`src/rtl/gpe_pkg.sv`:
```
// Purpose: Constants for the general purpose event block
// Assumes: One 100 MHz clock, 8-bit system I/O window of eight bytes
// Notes:   Offsets are relative to the block's I/O base
//
// Summary of operation
// [RQ1] Peripheral request sets its source status bit
// [RQ2] Status bits: serial B, serial A, floppy, printer
// [RQ3] Writing one clears status; zero leaves it
// [RQ4] Set status bit ignores further requests
// [RQ5] SCI is OR of status AND enable
// [RQ6] Enable bits share the status bit layout
// [RQ7] Second status/enable registers read as zero
// [RQ8] Global release sets firmware event status
// [RQ9] Firmware enable plus release raises SMI event
// [RQ10] Clearing firmware status also clears global release
// [RQ11] Timer run bit starts and halts timer
// [RQ12] All registers hold zero after reset
// [RQ13] 24-bit timer at 3.579545 MHz, keeps value
// [RQ14] Rising edge requests; set beats clearing write
package gpe_pkg;

   ////////////////////////////////////////////////////////////////////////////
   localparam logic [2:0] EVENT0_STATUS_OFS    = 3'h0;
   localparam logic [2:0] EVENT0_STATUS_HI_OFS = 3'h1;
   localparam logic [2:0] EVENT0_ENABLE_OFS    = 3'h2;
   localparam logic [2:0] EVENT0_ENABLE_HI_OFS = 3'h3;
   localparam logic [2:0] EVENT1_STATUS_OFS    = 3'h4;
   localparam logic [2:0] EVENT1_STATUS_HI_OFS = 3'h5;
   localparam logic [2:0] EVENT1_ENABLE_OFS    = 3'h6;

   ////////////////////////////////////////////////////////////////////////////
   localparam int SOURCE_COUNT = 4;
   localparam int SERIAL_B_BIT = 0;
   localparam int SERIAL_A_BIT = 1;
   localparam int FLOPPY_BIT   = 2;
   localparam int PRINTER_BIT  = 3;
   localparam int FIRMWARE_STATUS_BIT = 0;
   localparam int FIRMWARE_ENABLE_BIT = 0;
   localparam int TIMER_RUN_BIT       = 1;

   localparam logic [7:0] REG_RESET = 8'h00;

   ////////////////////////////////////////////////////////////////////////////
   localparam int TIMER_WIDTH = 24;
   localparam int unsigned CLOCK_HZ    = 100000000;
   localparam int unsigned PM_TIMER_HZ = 3579545;
   localparam int PHASE_WIDTH = 28;
   localparam logic [PHASE_WIDTH-1:0] PHASE_STEP   = PHASE_WIDTH'(PM_TIMER_HZ);
   localparam logic [PHASE_WIDTH-1:0] PHASE_MODULO = PHASE_WIDTH'(CLOCK_HZ);

endpackage

```
`src/rtl/irq_edge_detect.sv`:
```
// Purpose: Synchronise request lines and flag their rising edges
// Assumes: Request lines are asynchronous to mclk
// Notes:   Edge pulse is one cycle, three cycles after the pin rises
`timescale 1ns/1ps
module irq_edge_detect
   import gpe_pkg::*;
(
   input  wire logic                    mclk,
   input  wire logic                    sys_rst,
   input  wire logic [SOURCE_COUNT-1:0] irq_pin,
   output logic      [SOURCE_COUNT-1:0] irq_rise
);

   logic [SOURCE_COUNT-1:0] meta;
   logic [SOURCE_COUNT-1:0] synced;
   logic [SOURCE_COUNT-1:0] prev;
   logic [SOURCE_COUNT-1:0] next_rise;

   // Edge logic looks only at the second stage and its delayed copy prev, never at meta
   genvar i;
   generate
      for (i = 0; i < SOURCE_COUNT; i++) begin : g_line
         always_comb begin
            next_rise[i] = synced[i] & ~prev[i]; // [RQ14]
         end
      end
   endgenerate

   always_ff @(posedge mclk) begin
      if (sys_rst) begin
         meta     <= '0;
         synced   <= '0;
         prev     <= '0;
         irq_rise <= '0;
      end else begin
         meta     <= irq_pin;
         synced   <= meta;
         prev     <= synced;
         irq_rise <= next_rise;
      end
   end

endmodule

```
`src/rtl/acpi_gpe_event_logic.sv`:
```
// Purpose: General purpose event status/enable, SCI and SMI outputs, PM timer
// Assumes: Host I/O cycles arrive synchronous to mclk, one strobe per cycle
// Notes:   Read data appears the cycle after the read strobe
`timescale 1ns/1ps
module acpi_gpe_event_logic
   import gpe_pkg::*;
(
   input  wire logic                    mclk,
   input  wire logic                    sys_rst,
   input  wire logic [2:0]              io_addr,
   input  wire logic [7:0]              io_wdata,
   input  wire logic                    io_wr,
   input  wire logic                    io_rd,
   output logic      [7:0]              io_rdata,
   input  wire logic [SOURCE_COUNT-1:0] irq_pin,
   input  wire logic                    global_release_set,
   output logic                         global_release_request,
   output logic                         sci_out,
   output logic                         smi_event,
   output logic      [TIMER_WIDTH-1:0]  pm_timer_count
);

   ////////////////////////////////////////////////////////////////////////////
   logic [SOURCE_COUNT-1:0] irq_rise;
   logic [SOURCE_COUNT-1:0] event0_status;
   logic [SOURCE_COUNT-1:0] event0_enable;
   logic                    firmware_event_status;
   logic                    firmware_event_enable;
   logic                    pm_timer_run;
   logic [SOURCE_COUNT-1:0] next_event0_status;
   logic [SOURCE_COUNT-1:0] next_event0_enable;
   logic                    next_firmware_event_status;
   logic                    next_firmware_event_enable;
   logic                    next_pm_timer_run;
   logic                    next_global_release_request;
   logic                    next_sci_out;
   logic                    next_smi_event;
   logic [7:0]              next_io_rdata;
   logic [SOURCE_COUNT-1:0] status_clear;
   logic                    firmware_clear;

   irq_edge_detect u_edges (
      .mclk     (mclk),
      .sys_rst  (sys_rst),
      .irq_pin  (irq_pin),
      .irq_rise (irq_rise)
   );

   function automatic logic wr_hit(input logic [2:0] ofs);
      return io_wr && (io_addr == ofs);
   endfunction

   ////////////////////////////////////////////////////////////////////////////
   // Register state
   always_comb begin
      status_clear   = wr_hit(EVENT0_STATUS_OFS) ? io_wdata[SOURCE_COUNT-1:0] : '0; // [RQ3]
      firmware_clear = wr_hit(EVENT1_STATUS_OFS) && io_wdata[FIRMWARE_STATUS_BIT]; // [RQ10]
      // Set wins over clear so a request racing the write is kept
      next_event0_status = (event0_status & ~status_clear) | irq_rise; // [RQ1] [RQ4] [RQ14]
      next_event0_enable = wr_hit(EVENT0_ENABLE_OFS) ?
                           io_wdata[SOURCE_COUNT-1:0] : event0_enable; // [RQ6]
      next_firmware_event_enable = wr_hit(EVENT1_ENABLE_OFS) ?
                                   io_wdata[FIRMWARE_ENABLE_BIT] : firmware_event_enable;
      next_pm_timer_run = wr_hit(EVENT1_ENABLE_OFS) ?
                          io_wdata[TIMER_RUN_BIT] : pm_timer_run; // [RQ11]
      next_global_release_request = (global_release_request & ~firmware_clear)
                                    | global_release_set; // [RQ10]
      next_firmware_event_status = next_global_release_request
                                   | (firmware_event_status & ~firmware_clear); // [RQ8]
      next_smi_event = global_release_set & firmware_event_enable; // [RQ9]
      next_sci_out   = |(event0_status & event0_enable); // [RQ5]
   end

   // Read mux; reserved and wholly reserved registers return zero
   always_comb begin
      next_io_rdata = 8'h00;
      if (io_rd) begin
         unique case (io_addr)
            EVENT0_STATUS_OFS: next_io_rdata = {4'h0, event0_status}; // [RQ2]
            EVENT0_ENABLE_OFS: next_io_rdata = {4'h0, event0_enable}; // [RQ6]
            EVENT1_STATUS_OFS: next_io_rdata = {7'h00, firmware_event_status};
            EVENT1_ENABLE_OFS: next_io_rdata = {6'h00, pm_timer_run, firmware_event_enable};
            default:           next_io_rdata = 8'h00; // [RQ7]
         endcase
      end
   end

   always_ff @(posedge mclk) begin
      if (sys_rst) begin
         event0_status          <= REG_RESET[SOURCE_COUNT-1:0]; // [RQ12]
         event0_enable          <= REG_RESET[SOURCE_COUNT-1:0];
         firmware_event_status  <= REG_RESET[0];
         firmware_event_enable  <= REG_RESET[0];
         pm_timer_run           <= REG_RESET[0];
         global_release_request <= 1'b0;
         sci_out                <= 1'b0;
         smi_event              <= 1'b0;
         io_rdata               <= 8'h00;
      end else begin
         event0_status          <= next_event0_status;
         event0_enable          <= next_event0_enable;
         firmware_event_status  <= next_firmware_event_status;
         firmware_event_enable  <= next_firmware_event_enable;
         pm_timer_run           <= next_pm_timer_run;
         global_release_request <= next_global_release_request;
         sci_out                <= next_sci_out;
         smi_event              <= next_smi_event;
         io_rdata               <= next_io_rdata;
      end
   end

   ////////////////////////////////////////////////////////////////////////////
   // PM timer: fractional divider gives an average 3.579545 MHz tick
   logic [PHASE_WIDTH-1:0] phase;
   logic [PHASE_WIDTH-1:0] next_phase;
   logic [PHASE_WIDTH-1:0] phase_sum;
   logic                   timer_tick;
   logic                   next_timer_tick;
   logic [TIMER_WIDTH-1:0] next_pm_timer_count;

   always_comb begin
      phase_sum       = phase + PHASE_STEP;
      next_timer_tick = phase_sum >= PHASE_MODULO;
      next_phase      = next_timer_tick ? phase_sum - PHASE_MODULO : phase_sum;
      // Count only holds while halted, so it resumes where it stopped
      next_pm_timer_count = (timer_tick && pm_timer_run) ?
                            pm_timer_count + 1'b1 : pm_timer_count; // [RQ11] [RQ13]
   end

   always_ff @(posedge mclk) begin
      if (sys_rst) begin
         phase          <= '0;
         timer_tick     <= 1'b0;
         pm_timer_count <= '0; // [RQ12]
      end else begin
         phase          <= next_phase;
         timer_tick     <= next_timer_tick;
         pm_timer_count <= next_pm_timer_count;
      end
   end

   ////////////////////////////////////////////////////////////////////////////
   // Checks
   status_set_a: assert property (@(posedge mclk) disable iff (sys_rst) // [RQ1]
      (irq_rise != 0) |=> ((event0_status & $past(irq_rise)) == $past(irq_rise)))
      else $error("request did not set status");

   layout_read_a: assert property (@(posedge mclk) disable iff (sys_rst) // [RQ2]
      (io_rd && io_addr == EVENT0_STATUS_OFS) |=> (io_rdata == {4'h0, $past(event0_status)}))
      else $error("status read layout wrong");

   status_clear_a: assert property (@(posedge mclk) disable iff (sys_rst) // [RQ3]
      (wr_hit(EVENT0_STATUS_OFS) && irq_rise == 0)
      |=> ((event0_status & $past(io_wdata[3:0])) == 4'h0))
      else $error("status not cleared by write");

   status_hold_a: assert property (@(posedge mclk) disable iff (sys_rst) // [RQ4]
      (status_clear == 0) |=> ((event0_status & $past(event0_status)) == $past(event0_status)))
      else $error("status lost without clear");

   sci_or_a: assert property (@(posedge mclk) disable iff (sys_rst) // [RQ5]
      sci_out == |($past(event0_status) & $past(event0_enable)))
      else $error("sci does not follow status and enable");

   // Host leaves one idle cycle between a write and the following read
   enable_read_a: assert property (@(posedge mclk) disable iff (sys_rst) // [RQ6]
      (io_wr && io_addr == EVENT0_ENABLE_OFS) ##1 !io_wr
      ##1 (io_rd && io_addr == EVENT0_ENABLE_OFS)
      |=> (io_rdata == {4'h0, $past(io_wdata[3:0], 3)}))
      else $error("enable readback wrong");

   reserved_zero_a: assert property (@(posedge mclk) disable iff (sys_rst) // [RQ7]
      (io_rd && (io_addr == EVENT0_STATUS_HI_OFS || io_addr == EVENT0_ENABLE_HI_OFS
                 || io_addr == EVENT1_STATUS_HI_OFS)) |=> (io_rdata == 8'h00))
      else $error("reserved register not zero");

   firmware_set_a: assert property (@(posedge mclk) disable iff (sys_rst) // [RQ8]
      global_release_set |=> (firmware_event_status && global_release_request))
      else $error("release did not set firmware status");

   smi_raise_a: assert property (@(posedge mclk) disable iff (sys_rst) // [RQ9]
      (global_release_set && firmware_event_enable) |=> smi_event)
      else $error("smi not raised");

   firmware_clear_a: assert property (@(posedge mclk) disable iff (sys_rst) // [RQ10]
      (firmware_clear && !global_release_set)
      |=> (!firmware_event_status && !global_release_request))
      else $error("firmware clear failed");

   timer_halt_a: assert property (@(posedge mclk) disable iff (sys_rst) // [RQ11]
      !pm_timer_run |=> $stable(pm_timer_count))
      else $error("halted timer moved");

   reset_zero_a: assert property (@(posedge mclk) // [RQ12]
      sys_rst |=> (event0_status == 0 && event0_enable == 0 && !firmware_event_status
                   && !pm_timer_run && pm_timer_count == 0))
      else $error("register not zero after reset");

   timer_step_a: assert property (@(posedge mclk) disable iff (sys_rst) // [RQ13]
      (timer_tick && pm_timer_run) |=> (pm_timer_count == $past(pm_timer_count) + 24'h000001))
      else $error("timer did not step");

   race_keep_a: assert property (@(posedge mclk) disable iff (sys_rst) // [RQ14]
      (irq_rise[0] && status_clear[0]) |=> event0_status[0])
      else $error("racing request lost");

   sci_seen_c:   cover property (@(posedge mclk) disable iff (sys_rst) $rose(sci_out));
   smi_seen_c:   cover property (@(posedge mclk) disable iff (sys_rst) smi_event);
   clear_seen_c: cover property (@(posedge mclk) disable iff (sys_rst)
      event0_status[0] ##1 !event0_status[0]);

endmodule

```
`config.mk`:
```
export PLATFORM = sky130hd
export DESIGN_NAME = acpi_gpe_event_logic
export DESIGN_NICKNAME = d
export VERILOG_FILES = /design/src/rtl/gpe_pkg.sv /design/src/rtl/irq_edge_detect.sv /design/src/rtl/acpi_gpe_event_logic.sv
export SDC_FILE = /design/constraint.sdc
export NUM_CORES = 1
export LEC_CHECK = 0
export BUFFER_PORTS_ARGS = -buffer_cell sky130_fd_sc_hd__buf_4
export CORE_ASPECT_RATIO = 1.4
export CORE_MARGIN = 2
export CORE_UTILIZATION = 55
export DETAILED_ROUTE_END_ITERATION = 6
export PLACE_DENSITY = 0.76
export SLEW_MARGIN = 20
export SYNTH_ARGS = -nofsm -noshare
export SYNTH_HDL_FRONTEND = slang
export SYNTH_SLANG_ARGS = --single-unit
export TNS_END_PERCENT = 10
```
`constraint.sdc`:
```
create_clock -name mclk -period 4 [get_ports mclk]
set_input_delay 0.8 -clock mclk [delete_from_list [all_inputs] [get_ports mclk]]
set_output_delay 0.8 -clock mclk [all_outputs]
set_load 0.005 [all_outputs]
```
==> flow_results.org <==
** Finish
- Antenna cells :: 0
- The post-route netlist has about 15% of its cells at a drive strength greater than 1.
- Leaving out fill and tap cells, the most frequent cell in the layout is sky130_fd_sc_hd__dfxtp_1.
- Synthesis-to-finish area growth :: 14.0%
- The library cells used most frequently in the layout, excluding fill and tap cells, are sky130_fd_sc_hd__dfxtp_1, sky130_fd_sc_hd__nor2_1, sky130_fd_sc_hd__buf_4, sky130_fd_sc_hd__nand2_1, sky130_fd_sc_hd__xnor2_1.
- Net total in the final layout :: around 600

** Detailed routing
- Dividing the detail-routed wire length by the instance count gives between 10 and 15 µm.
- Pre-antenna DRT Iters :: 4
- Detailed Route WL :: 9750 µm
- Average vias per placed instance :: approximately 5.7
- Remaining routing DRC violations :: 0
- Via count :: approximately 3800
- Count of antenna-violating nets left after detailed routing :: 0
- DRC marker count from the first detailed-route iteration :: 155

** Clock network
- Setup bufs post-CTS :: 0
- TritonCTS clock tree :: yes
- Buffers inserted to repair hold after CTS numbered 0.
- Counting the buffers created by CTS gives 9.
- CTS Sinks :: 87
- After clock tree synthesis, the clock-pin slew on the worst setup and hold paths is roughly 80 ps.
- Post-CTS repair changed the size of 0 cells.
- The clock tree synthesis step divided the H-tree into 3 levels.
- The clock passes through at most 2 buffers.
- CTS placed an instance of sky130_fd_sc_hd__clkbuf_8 at the clock tree root.
- For the worst-skew pair, the clock arrives at the later sink with an insertion delay of between 300 and 400 ps.

** GRT
- The first global-routing pass estimated approximately 16000 µm of wire.
- Initial antenna violation count :: 0
- Global routing consumed, over all layers together, a little under a quarter of the routing resources.
- Summed over all layers, the global routing overflow is 0.
- Largest net degree at the start of global routing :: 78
- The via count of the first global-routing pass was between 3000 and 4000.

** Synth
- Cell area after synthesis :: about 0.0044 mm²
- Count of synthesis-stage warnings from yosys :: 0
- The synthesized design contains 87 register bits.
- Sequential cell area fraction in the yosys report :: between 30% and 40%
- Instance count of the mapped netlist :: slightly above 500
- Yosys cell types :: 63
- Mean cell area of the mapped netlist :: between 8 and 9 µm²
- The synthesized design contains 0 enable-type register cells.
- Asr flop ratio synth :: 0%
- Primary FF master, synth :: sky130_fd_sc_hd__dfxtp_1

** Power
- Combinational share of power :: 35.5%
- Clock power share :: 22.7%
- Net switching is between 30% and 40% of the power.
- Of the total power, registers draw between 40% and 50%.
- The internal power of the cells totals ~1.6 mW.
- Power spread over the standard cell area amounts to just over 500 mW/mm².
- Across the VDD grid, the largest voltage drop is ~250 µV.
- For this design the total switching power over the nets is 942 µW.
- Summed over all cells, the static leakage comes to 1.97 nW.

** Floorplan
- DIE AREA :: 0.00880 mm²
- # rows :: 38
- Pin placement for this block handled 55 I/O pins.
- Die Y :: about 110 µm
- Width of the die :: approximately 80 µm
- Core box area :: between 0.007 and 0.008 mm²
- Starting density of the core :: between 50% and 60%

** Place
- Number of port buffers :: 46
- Detailed placement HPWL :: 7160 µm
- At the placement stage, the worst setup path has a slack of ~400 ps.
- Routability-driven placement finished with a final weighted congestion of approximately 0.94.

** Worst setup path
- Sort of element at the start of the critical path :: flop
- At the worst endpoint, the arrival time is between 3000 and 4000 ps.
- Worst setup path class :: flop to flop
- STA puts the critical path data required time at around 4200 ps.
- The worst setup path is captured at a flop.
- In this run the worst path has a maximum fanout of 19.

** Timing
- The total count of hold-check failures in the final report came to 0.
- Static timing analysis puts the maximum clock frequency at around 270 MHz.
- Number of max-slew violations in the final report :: 0
- Measured against its own limit, the worst slew margin works out to between 20 and 30%.
- Least-Margin Pin Slew :: between 1000 and 1500 ps
- Post-layout minimum cycle time :: 3660 ps
- Setup repair after global routing left no endpoint under its margin.
- Min Hold Slack :: between 300 and 400 ps
- For the final routed database, the setup TNS stands at 0 ps.
- Layout Skew :: between 6 and 7 ps
- Dividing the final minimum period by the clock period gives about nine tenths.
- After layout, the worst setup slack is roughly 340 ps.
- Total setup violations reported at the end of the flow :: 0

** Outcome
- The run finished with clean final reports.

** Flow run
- Max-capacitance violation count :: 0

** Hold path
- Worst Hold Class :: flop to flop
## final cells by class
type | count | area [µm²]
Inverter | 12 | 45.0
Multi-Input combinational cell | 395 | 2500
Sequential cell | 87 | 1740
Clock buffer | 13 | 169
Timing Repair Buffer | 57 | 440
Tap cell | 100 | 125
Clock inverter | 3 | 23.8
Fill cell | 701 | 2750
## layer usage
metal	share of wire [%]	GRT usage (%)	up-vias
met5	0	0	-
met4	2.4	11.6	0
met3	4.1	5.29	22
met2	52	43.1	93
met1	42	25.0	1800
li1	-	-	1895
## synthesized netlist by cell type (15+ instances only)
master,count,area (µm²)
sky130_fd_sc_hd__o21ai_0,16,80.1
sky130_fd_sc_hd__nand3_1,17,85.1
sky130_fd_sc_hd__xnor2_1,33,289
sky130_fd_sc_hd__nor2_1,76,285
sky130_fd_sc_hd__nor3_1,17,85.1
sky130_fd_sc_hd__nand2_1,36,135
sky130_fd_sc_hd__clkbuf_1,15,56.3
sky130_fd_sc_hd__a21oi_1,24,120
sky130_fd_sc_hd__dfxtp_1,87,1740
sky130_fd_sc_hd__nor2b_1,21,131
sky130_fd_sc_hd__xor2_1,22,193
## sequential cells by signal, summed over array words and instances (netlist names)
name                    cells
u_edges.irq_rise            4
io_rdata                    4
event0_status               4
pm_timer_count             24
global_release_request      1
pm_timer_run                1
firmware_event_status       1
event0_enable               4
timer_tick                  1
firmware_event_enable       1
u_edges.synced              4
u_edges.meta                4
u_edges.prev                4
sci_out                     1
smi_event                   1
phase                      28
## logic make-up after synthesis
kind of cell | count (synthesis) | synth area share [%]
simple gates | 225 | 25.5
compound gates | 95 | 15.6
flops | 87 | 39.3
xor+xnor | 55 | 10.9
buf+inv | 40 | 4.41
mux | 12 | 3.05
fa+ha+maj | 4 | 1.13
other cells | 1 | 0.0847
## per-stage QoR
step | util [%] | std cells | power, mW | instance area (µm²)
floorplan | - | 522 | 1.75 | 4440
CTS | 64.7 | 667 | 2.57 | 5050
global placement | 62.3 | 651 | 1.96 | 4850
global route | 64.7 | 667 | 2.73 | 5050
detailed placement | 62.3 | 651 | 1.98 | 4850
finish | 64.7 | 667 | 2.56 | 5050
## path summary, 6_finish.rpt
kind	start	to	slack, ps	cells after the start
setup / recovery	phase[0]$_SDFF_PP0_	phase[11]$_SDFF_PP0_	340	14
hold / removal	u_edges.prev[2]$_SDFF_PP0_	u_edges.irq_rise[2]$_SDFF_PP0_	390	1
setup reg to reg	phase[0]$_SDFF_PP0_	phase[11]$_SDFF_PP0_	340	14
hold reg to reg	u_edges.prev[2]$_SDFF_PP0_	u_edges.irq_rise[2]$_SDFF_PP0_	390	1
## power by group through the flow
stage | clock network [mW] | registers [mW] | logic, mW
floorplan | 0 | 1.03 | 0.726
global placement | 0 | 1.08 | 0.877
detailed placement | 0 | 1.08 | 0.899
CTS | 0.603 | 1.07 | 0.904
global route | 0.636 | 1.08 | 1.01
finish | 0.581 | 1.07 | 0.908
## worst max-delay path: stages (launching register included)
cell and delay [ps]:
sky130_fd_sc_hd__dfxtp_1 340, sky130_fd_sc_hd__ha_1 270, sky130_fd_sc_hd__a211oi_1 390, sky130_fd_sc_hd__nor2_1 100, sky130_fd_sc_hd__nor2_1 180, sky130_fd_sc_hd__xnor2_1 210
sky130_fd_sc_hd__ha_1 240, sky130_fd_sc_hd__nand4_1 80, sky130_fd_sc_hd__or4_1 510, sky130_fd_sc_hd__o31ai_1 370, sky130_fd_sc_hd__a31o_2 280, sky130_fd_sc_hd__buf_12 160
sky130_fd_sc_hd__o211a_1 160, sky130_fd_sc_hd__xor2_1 160, sky130_fd_sc_hd__nor2_1 50
Power figures use the tool's default switching activity.
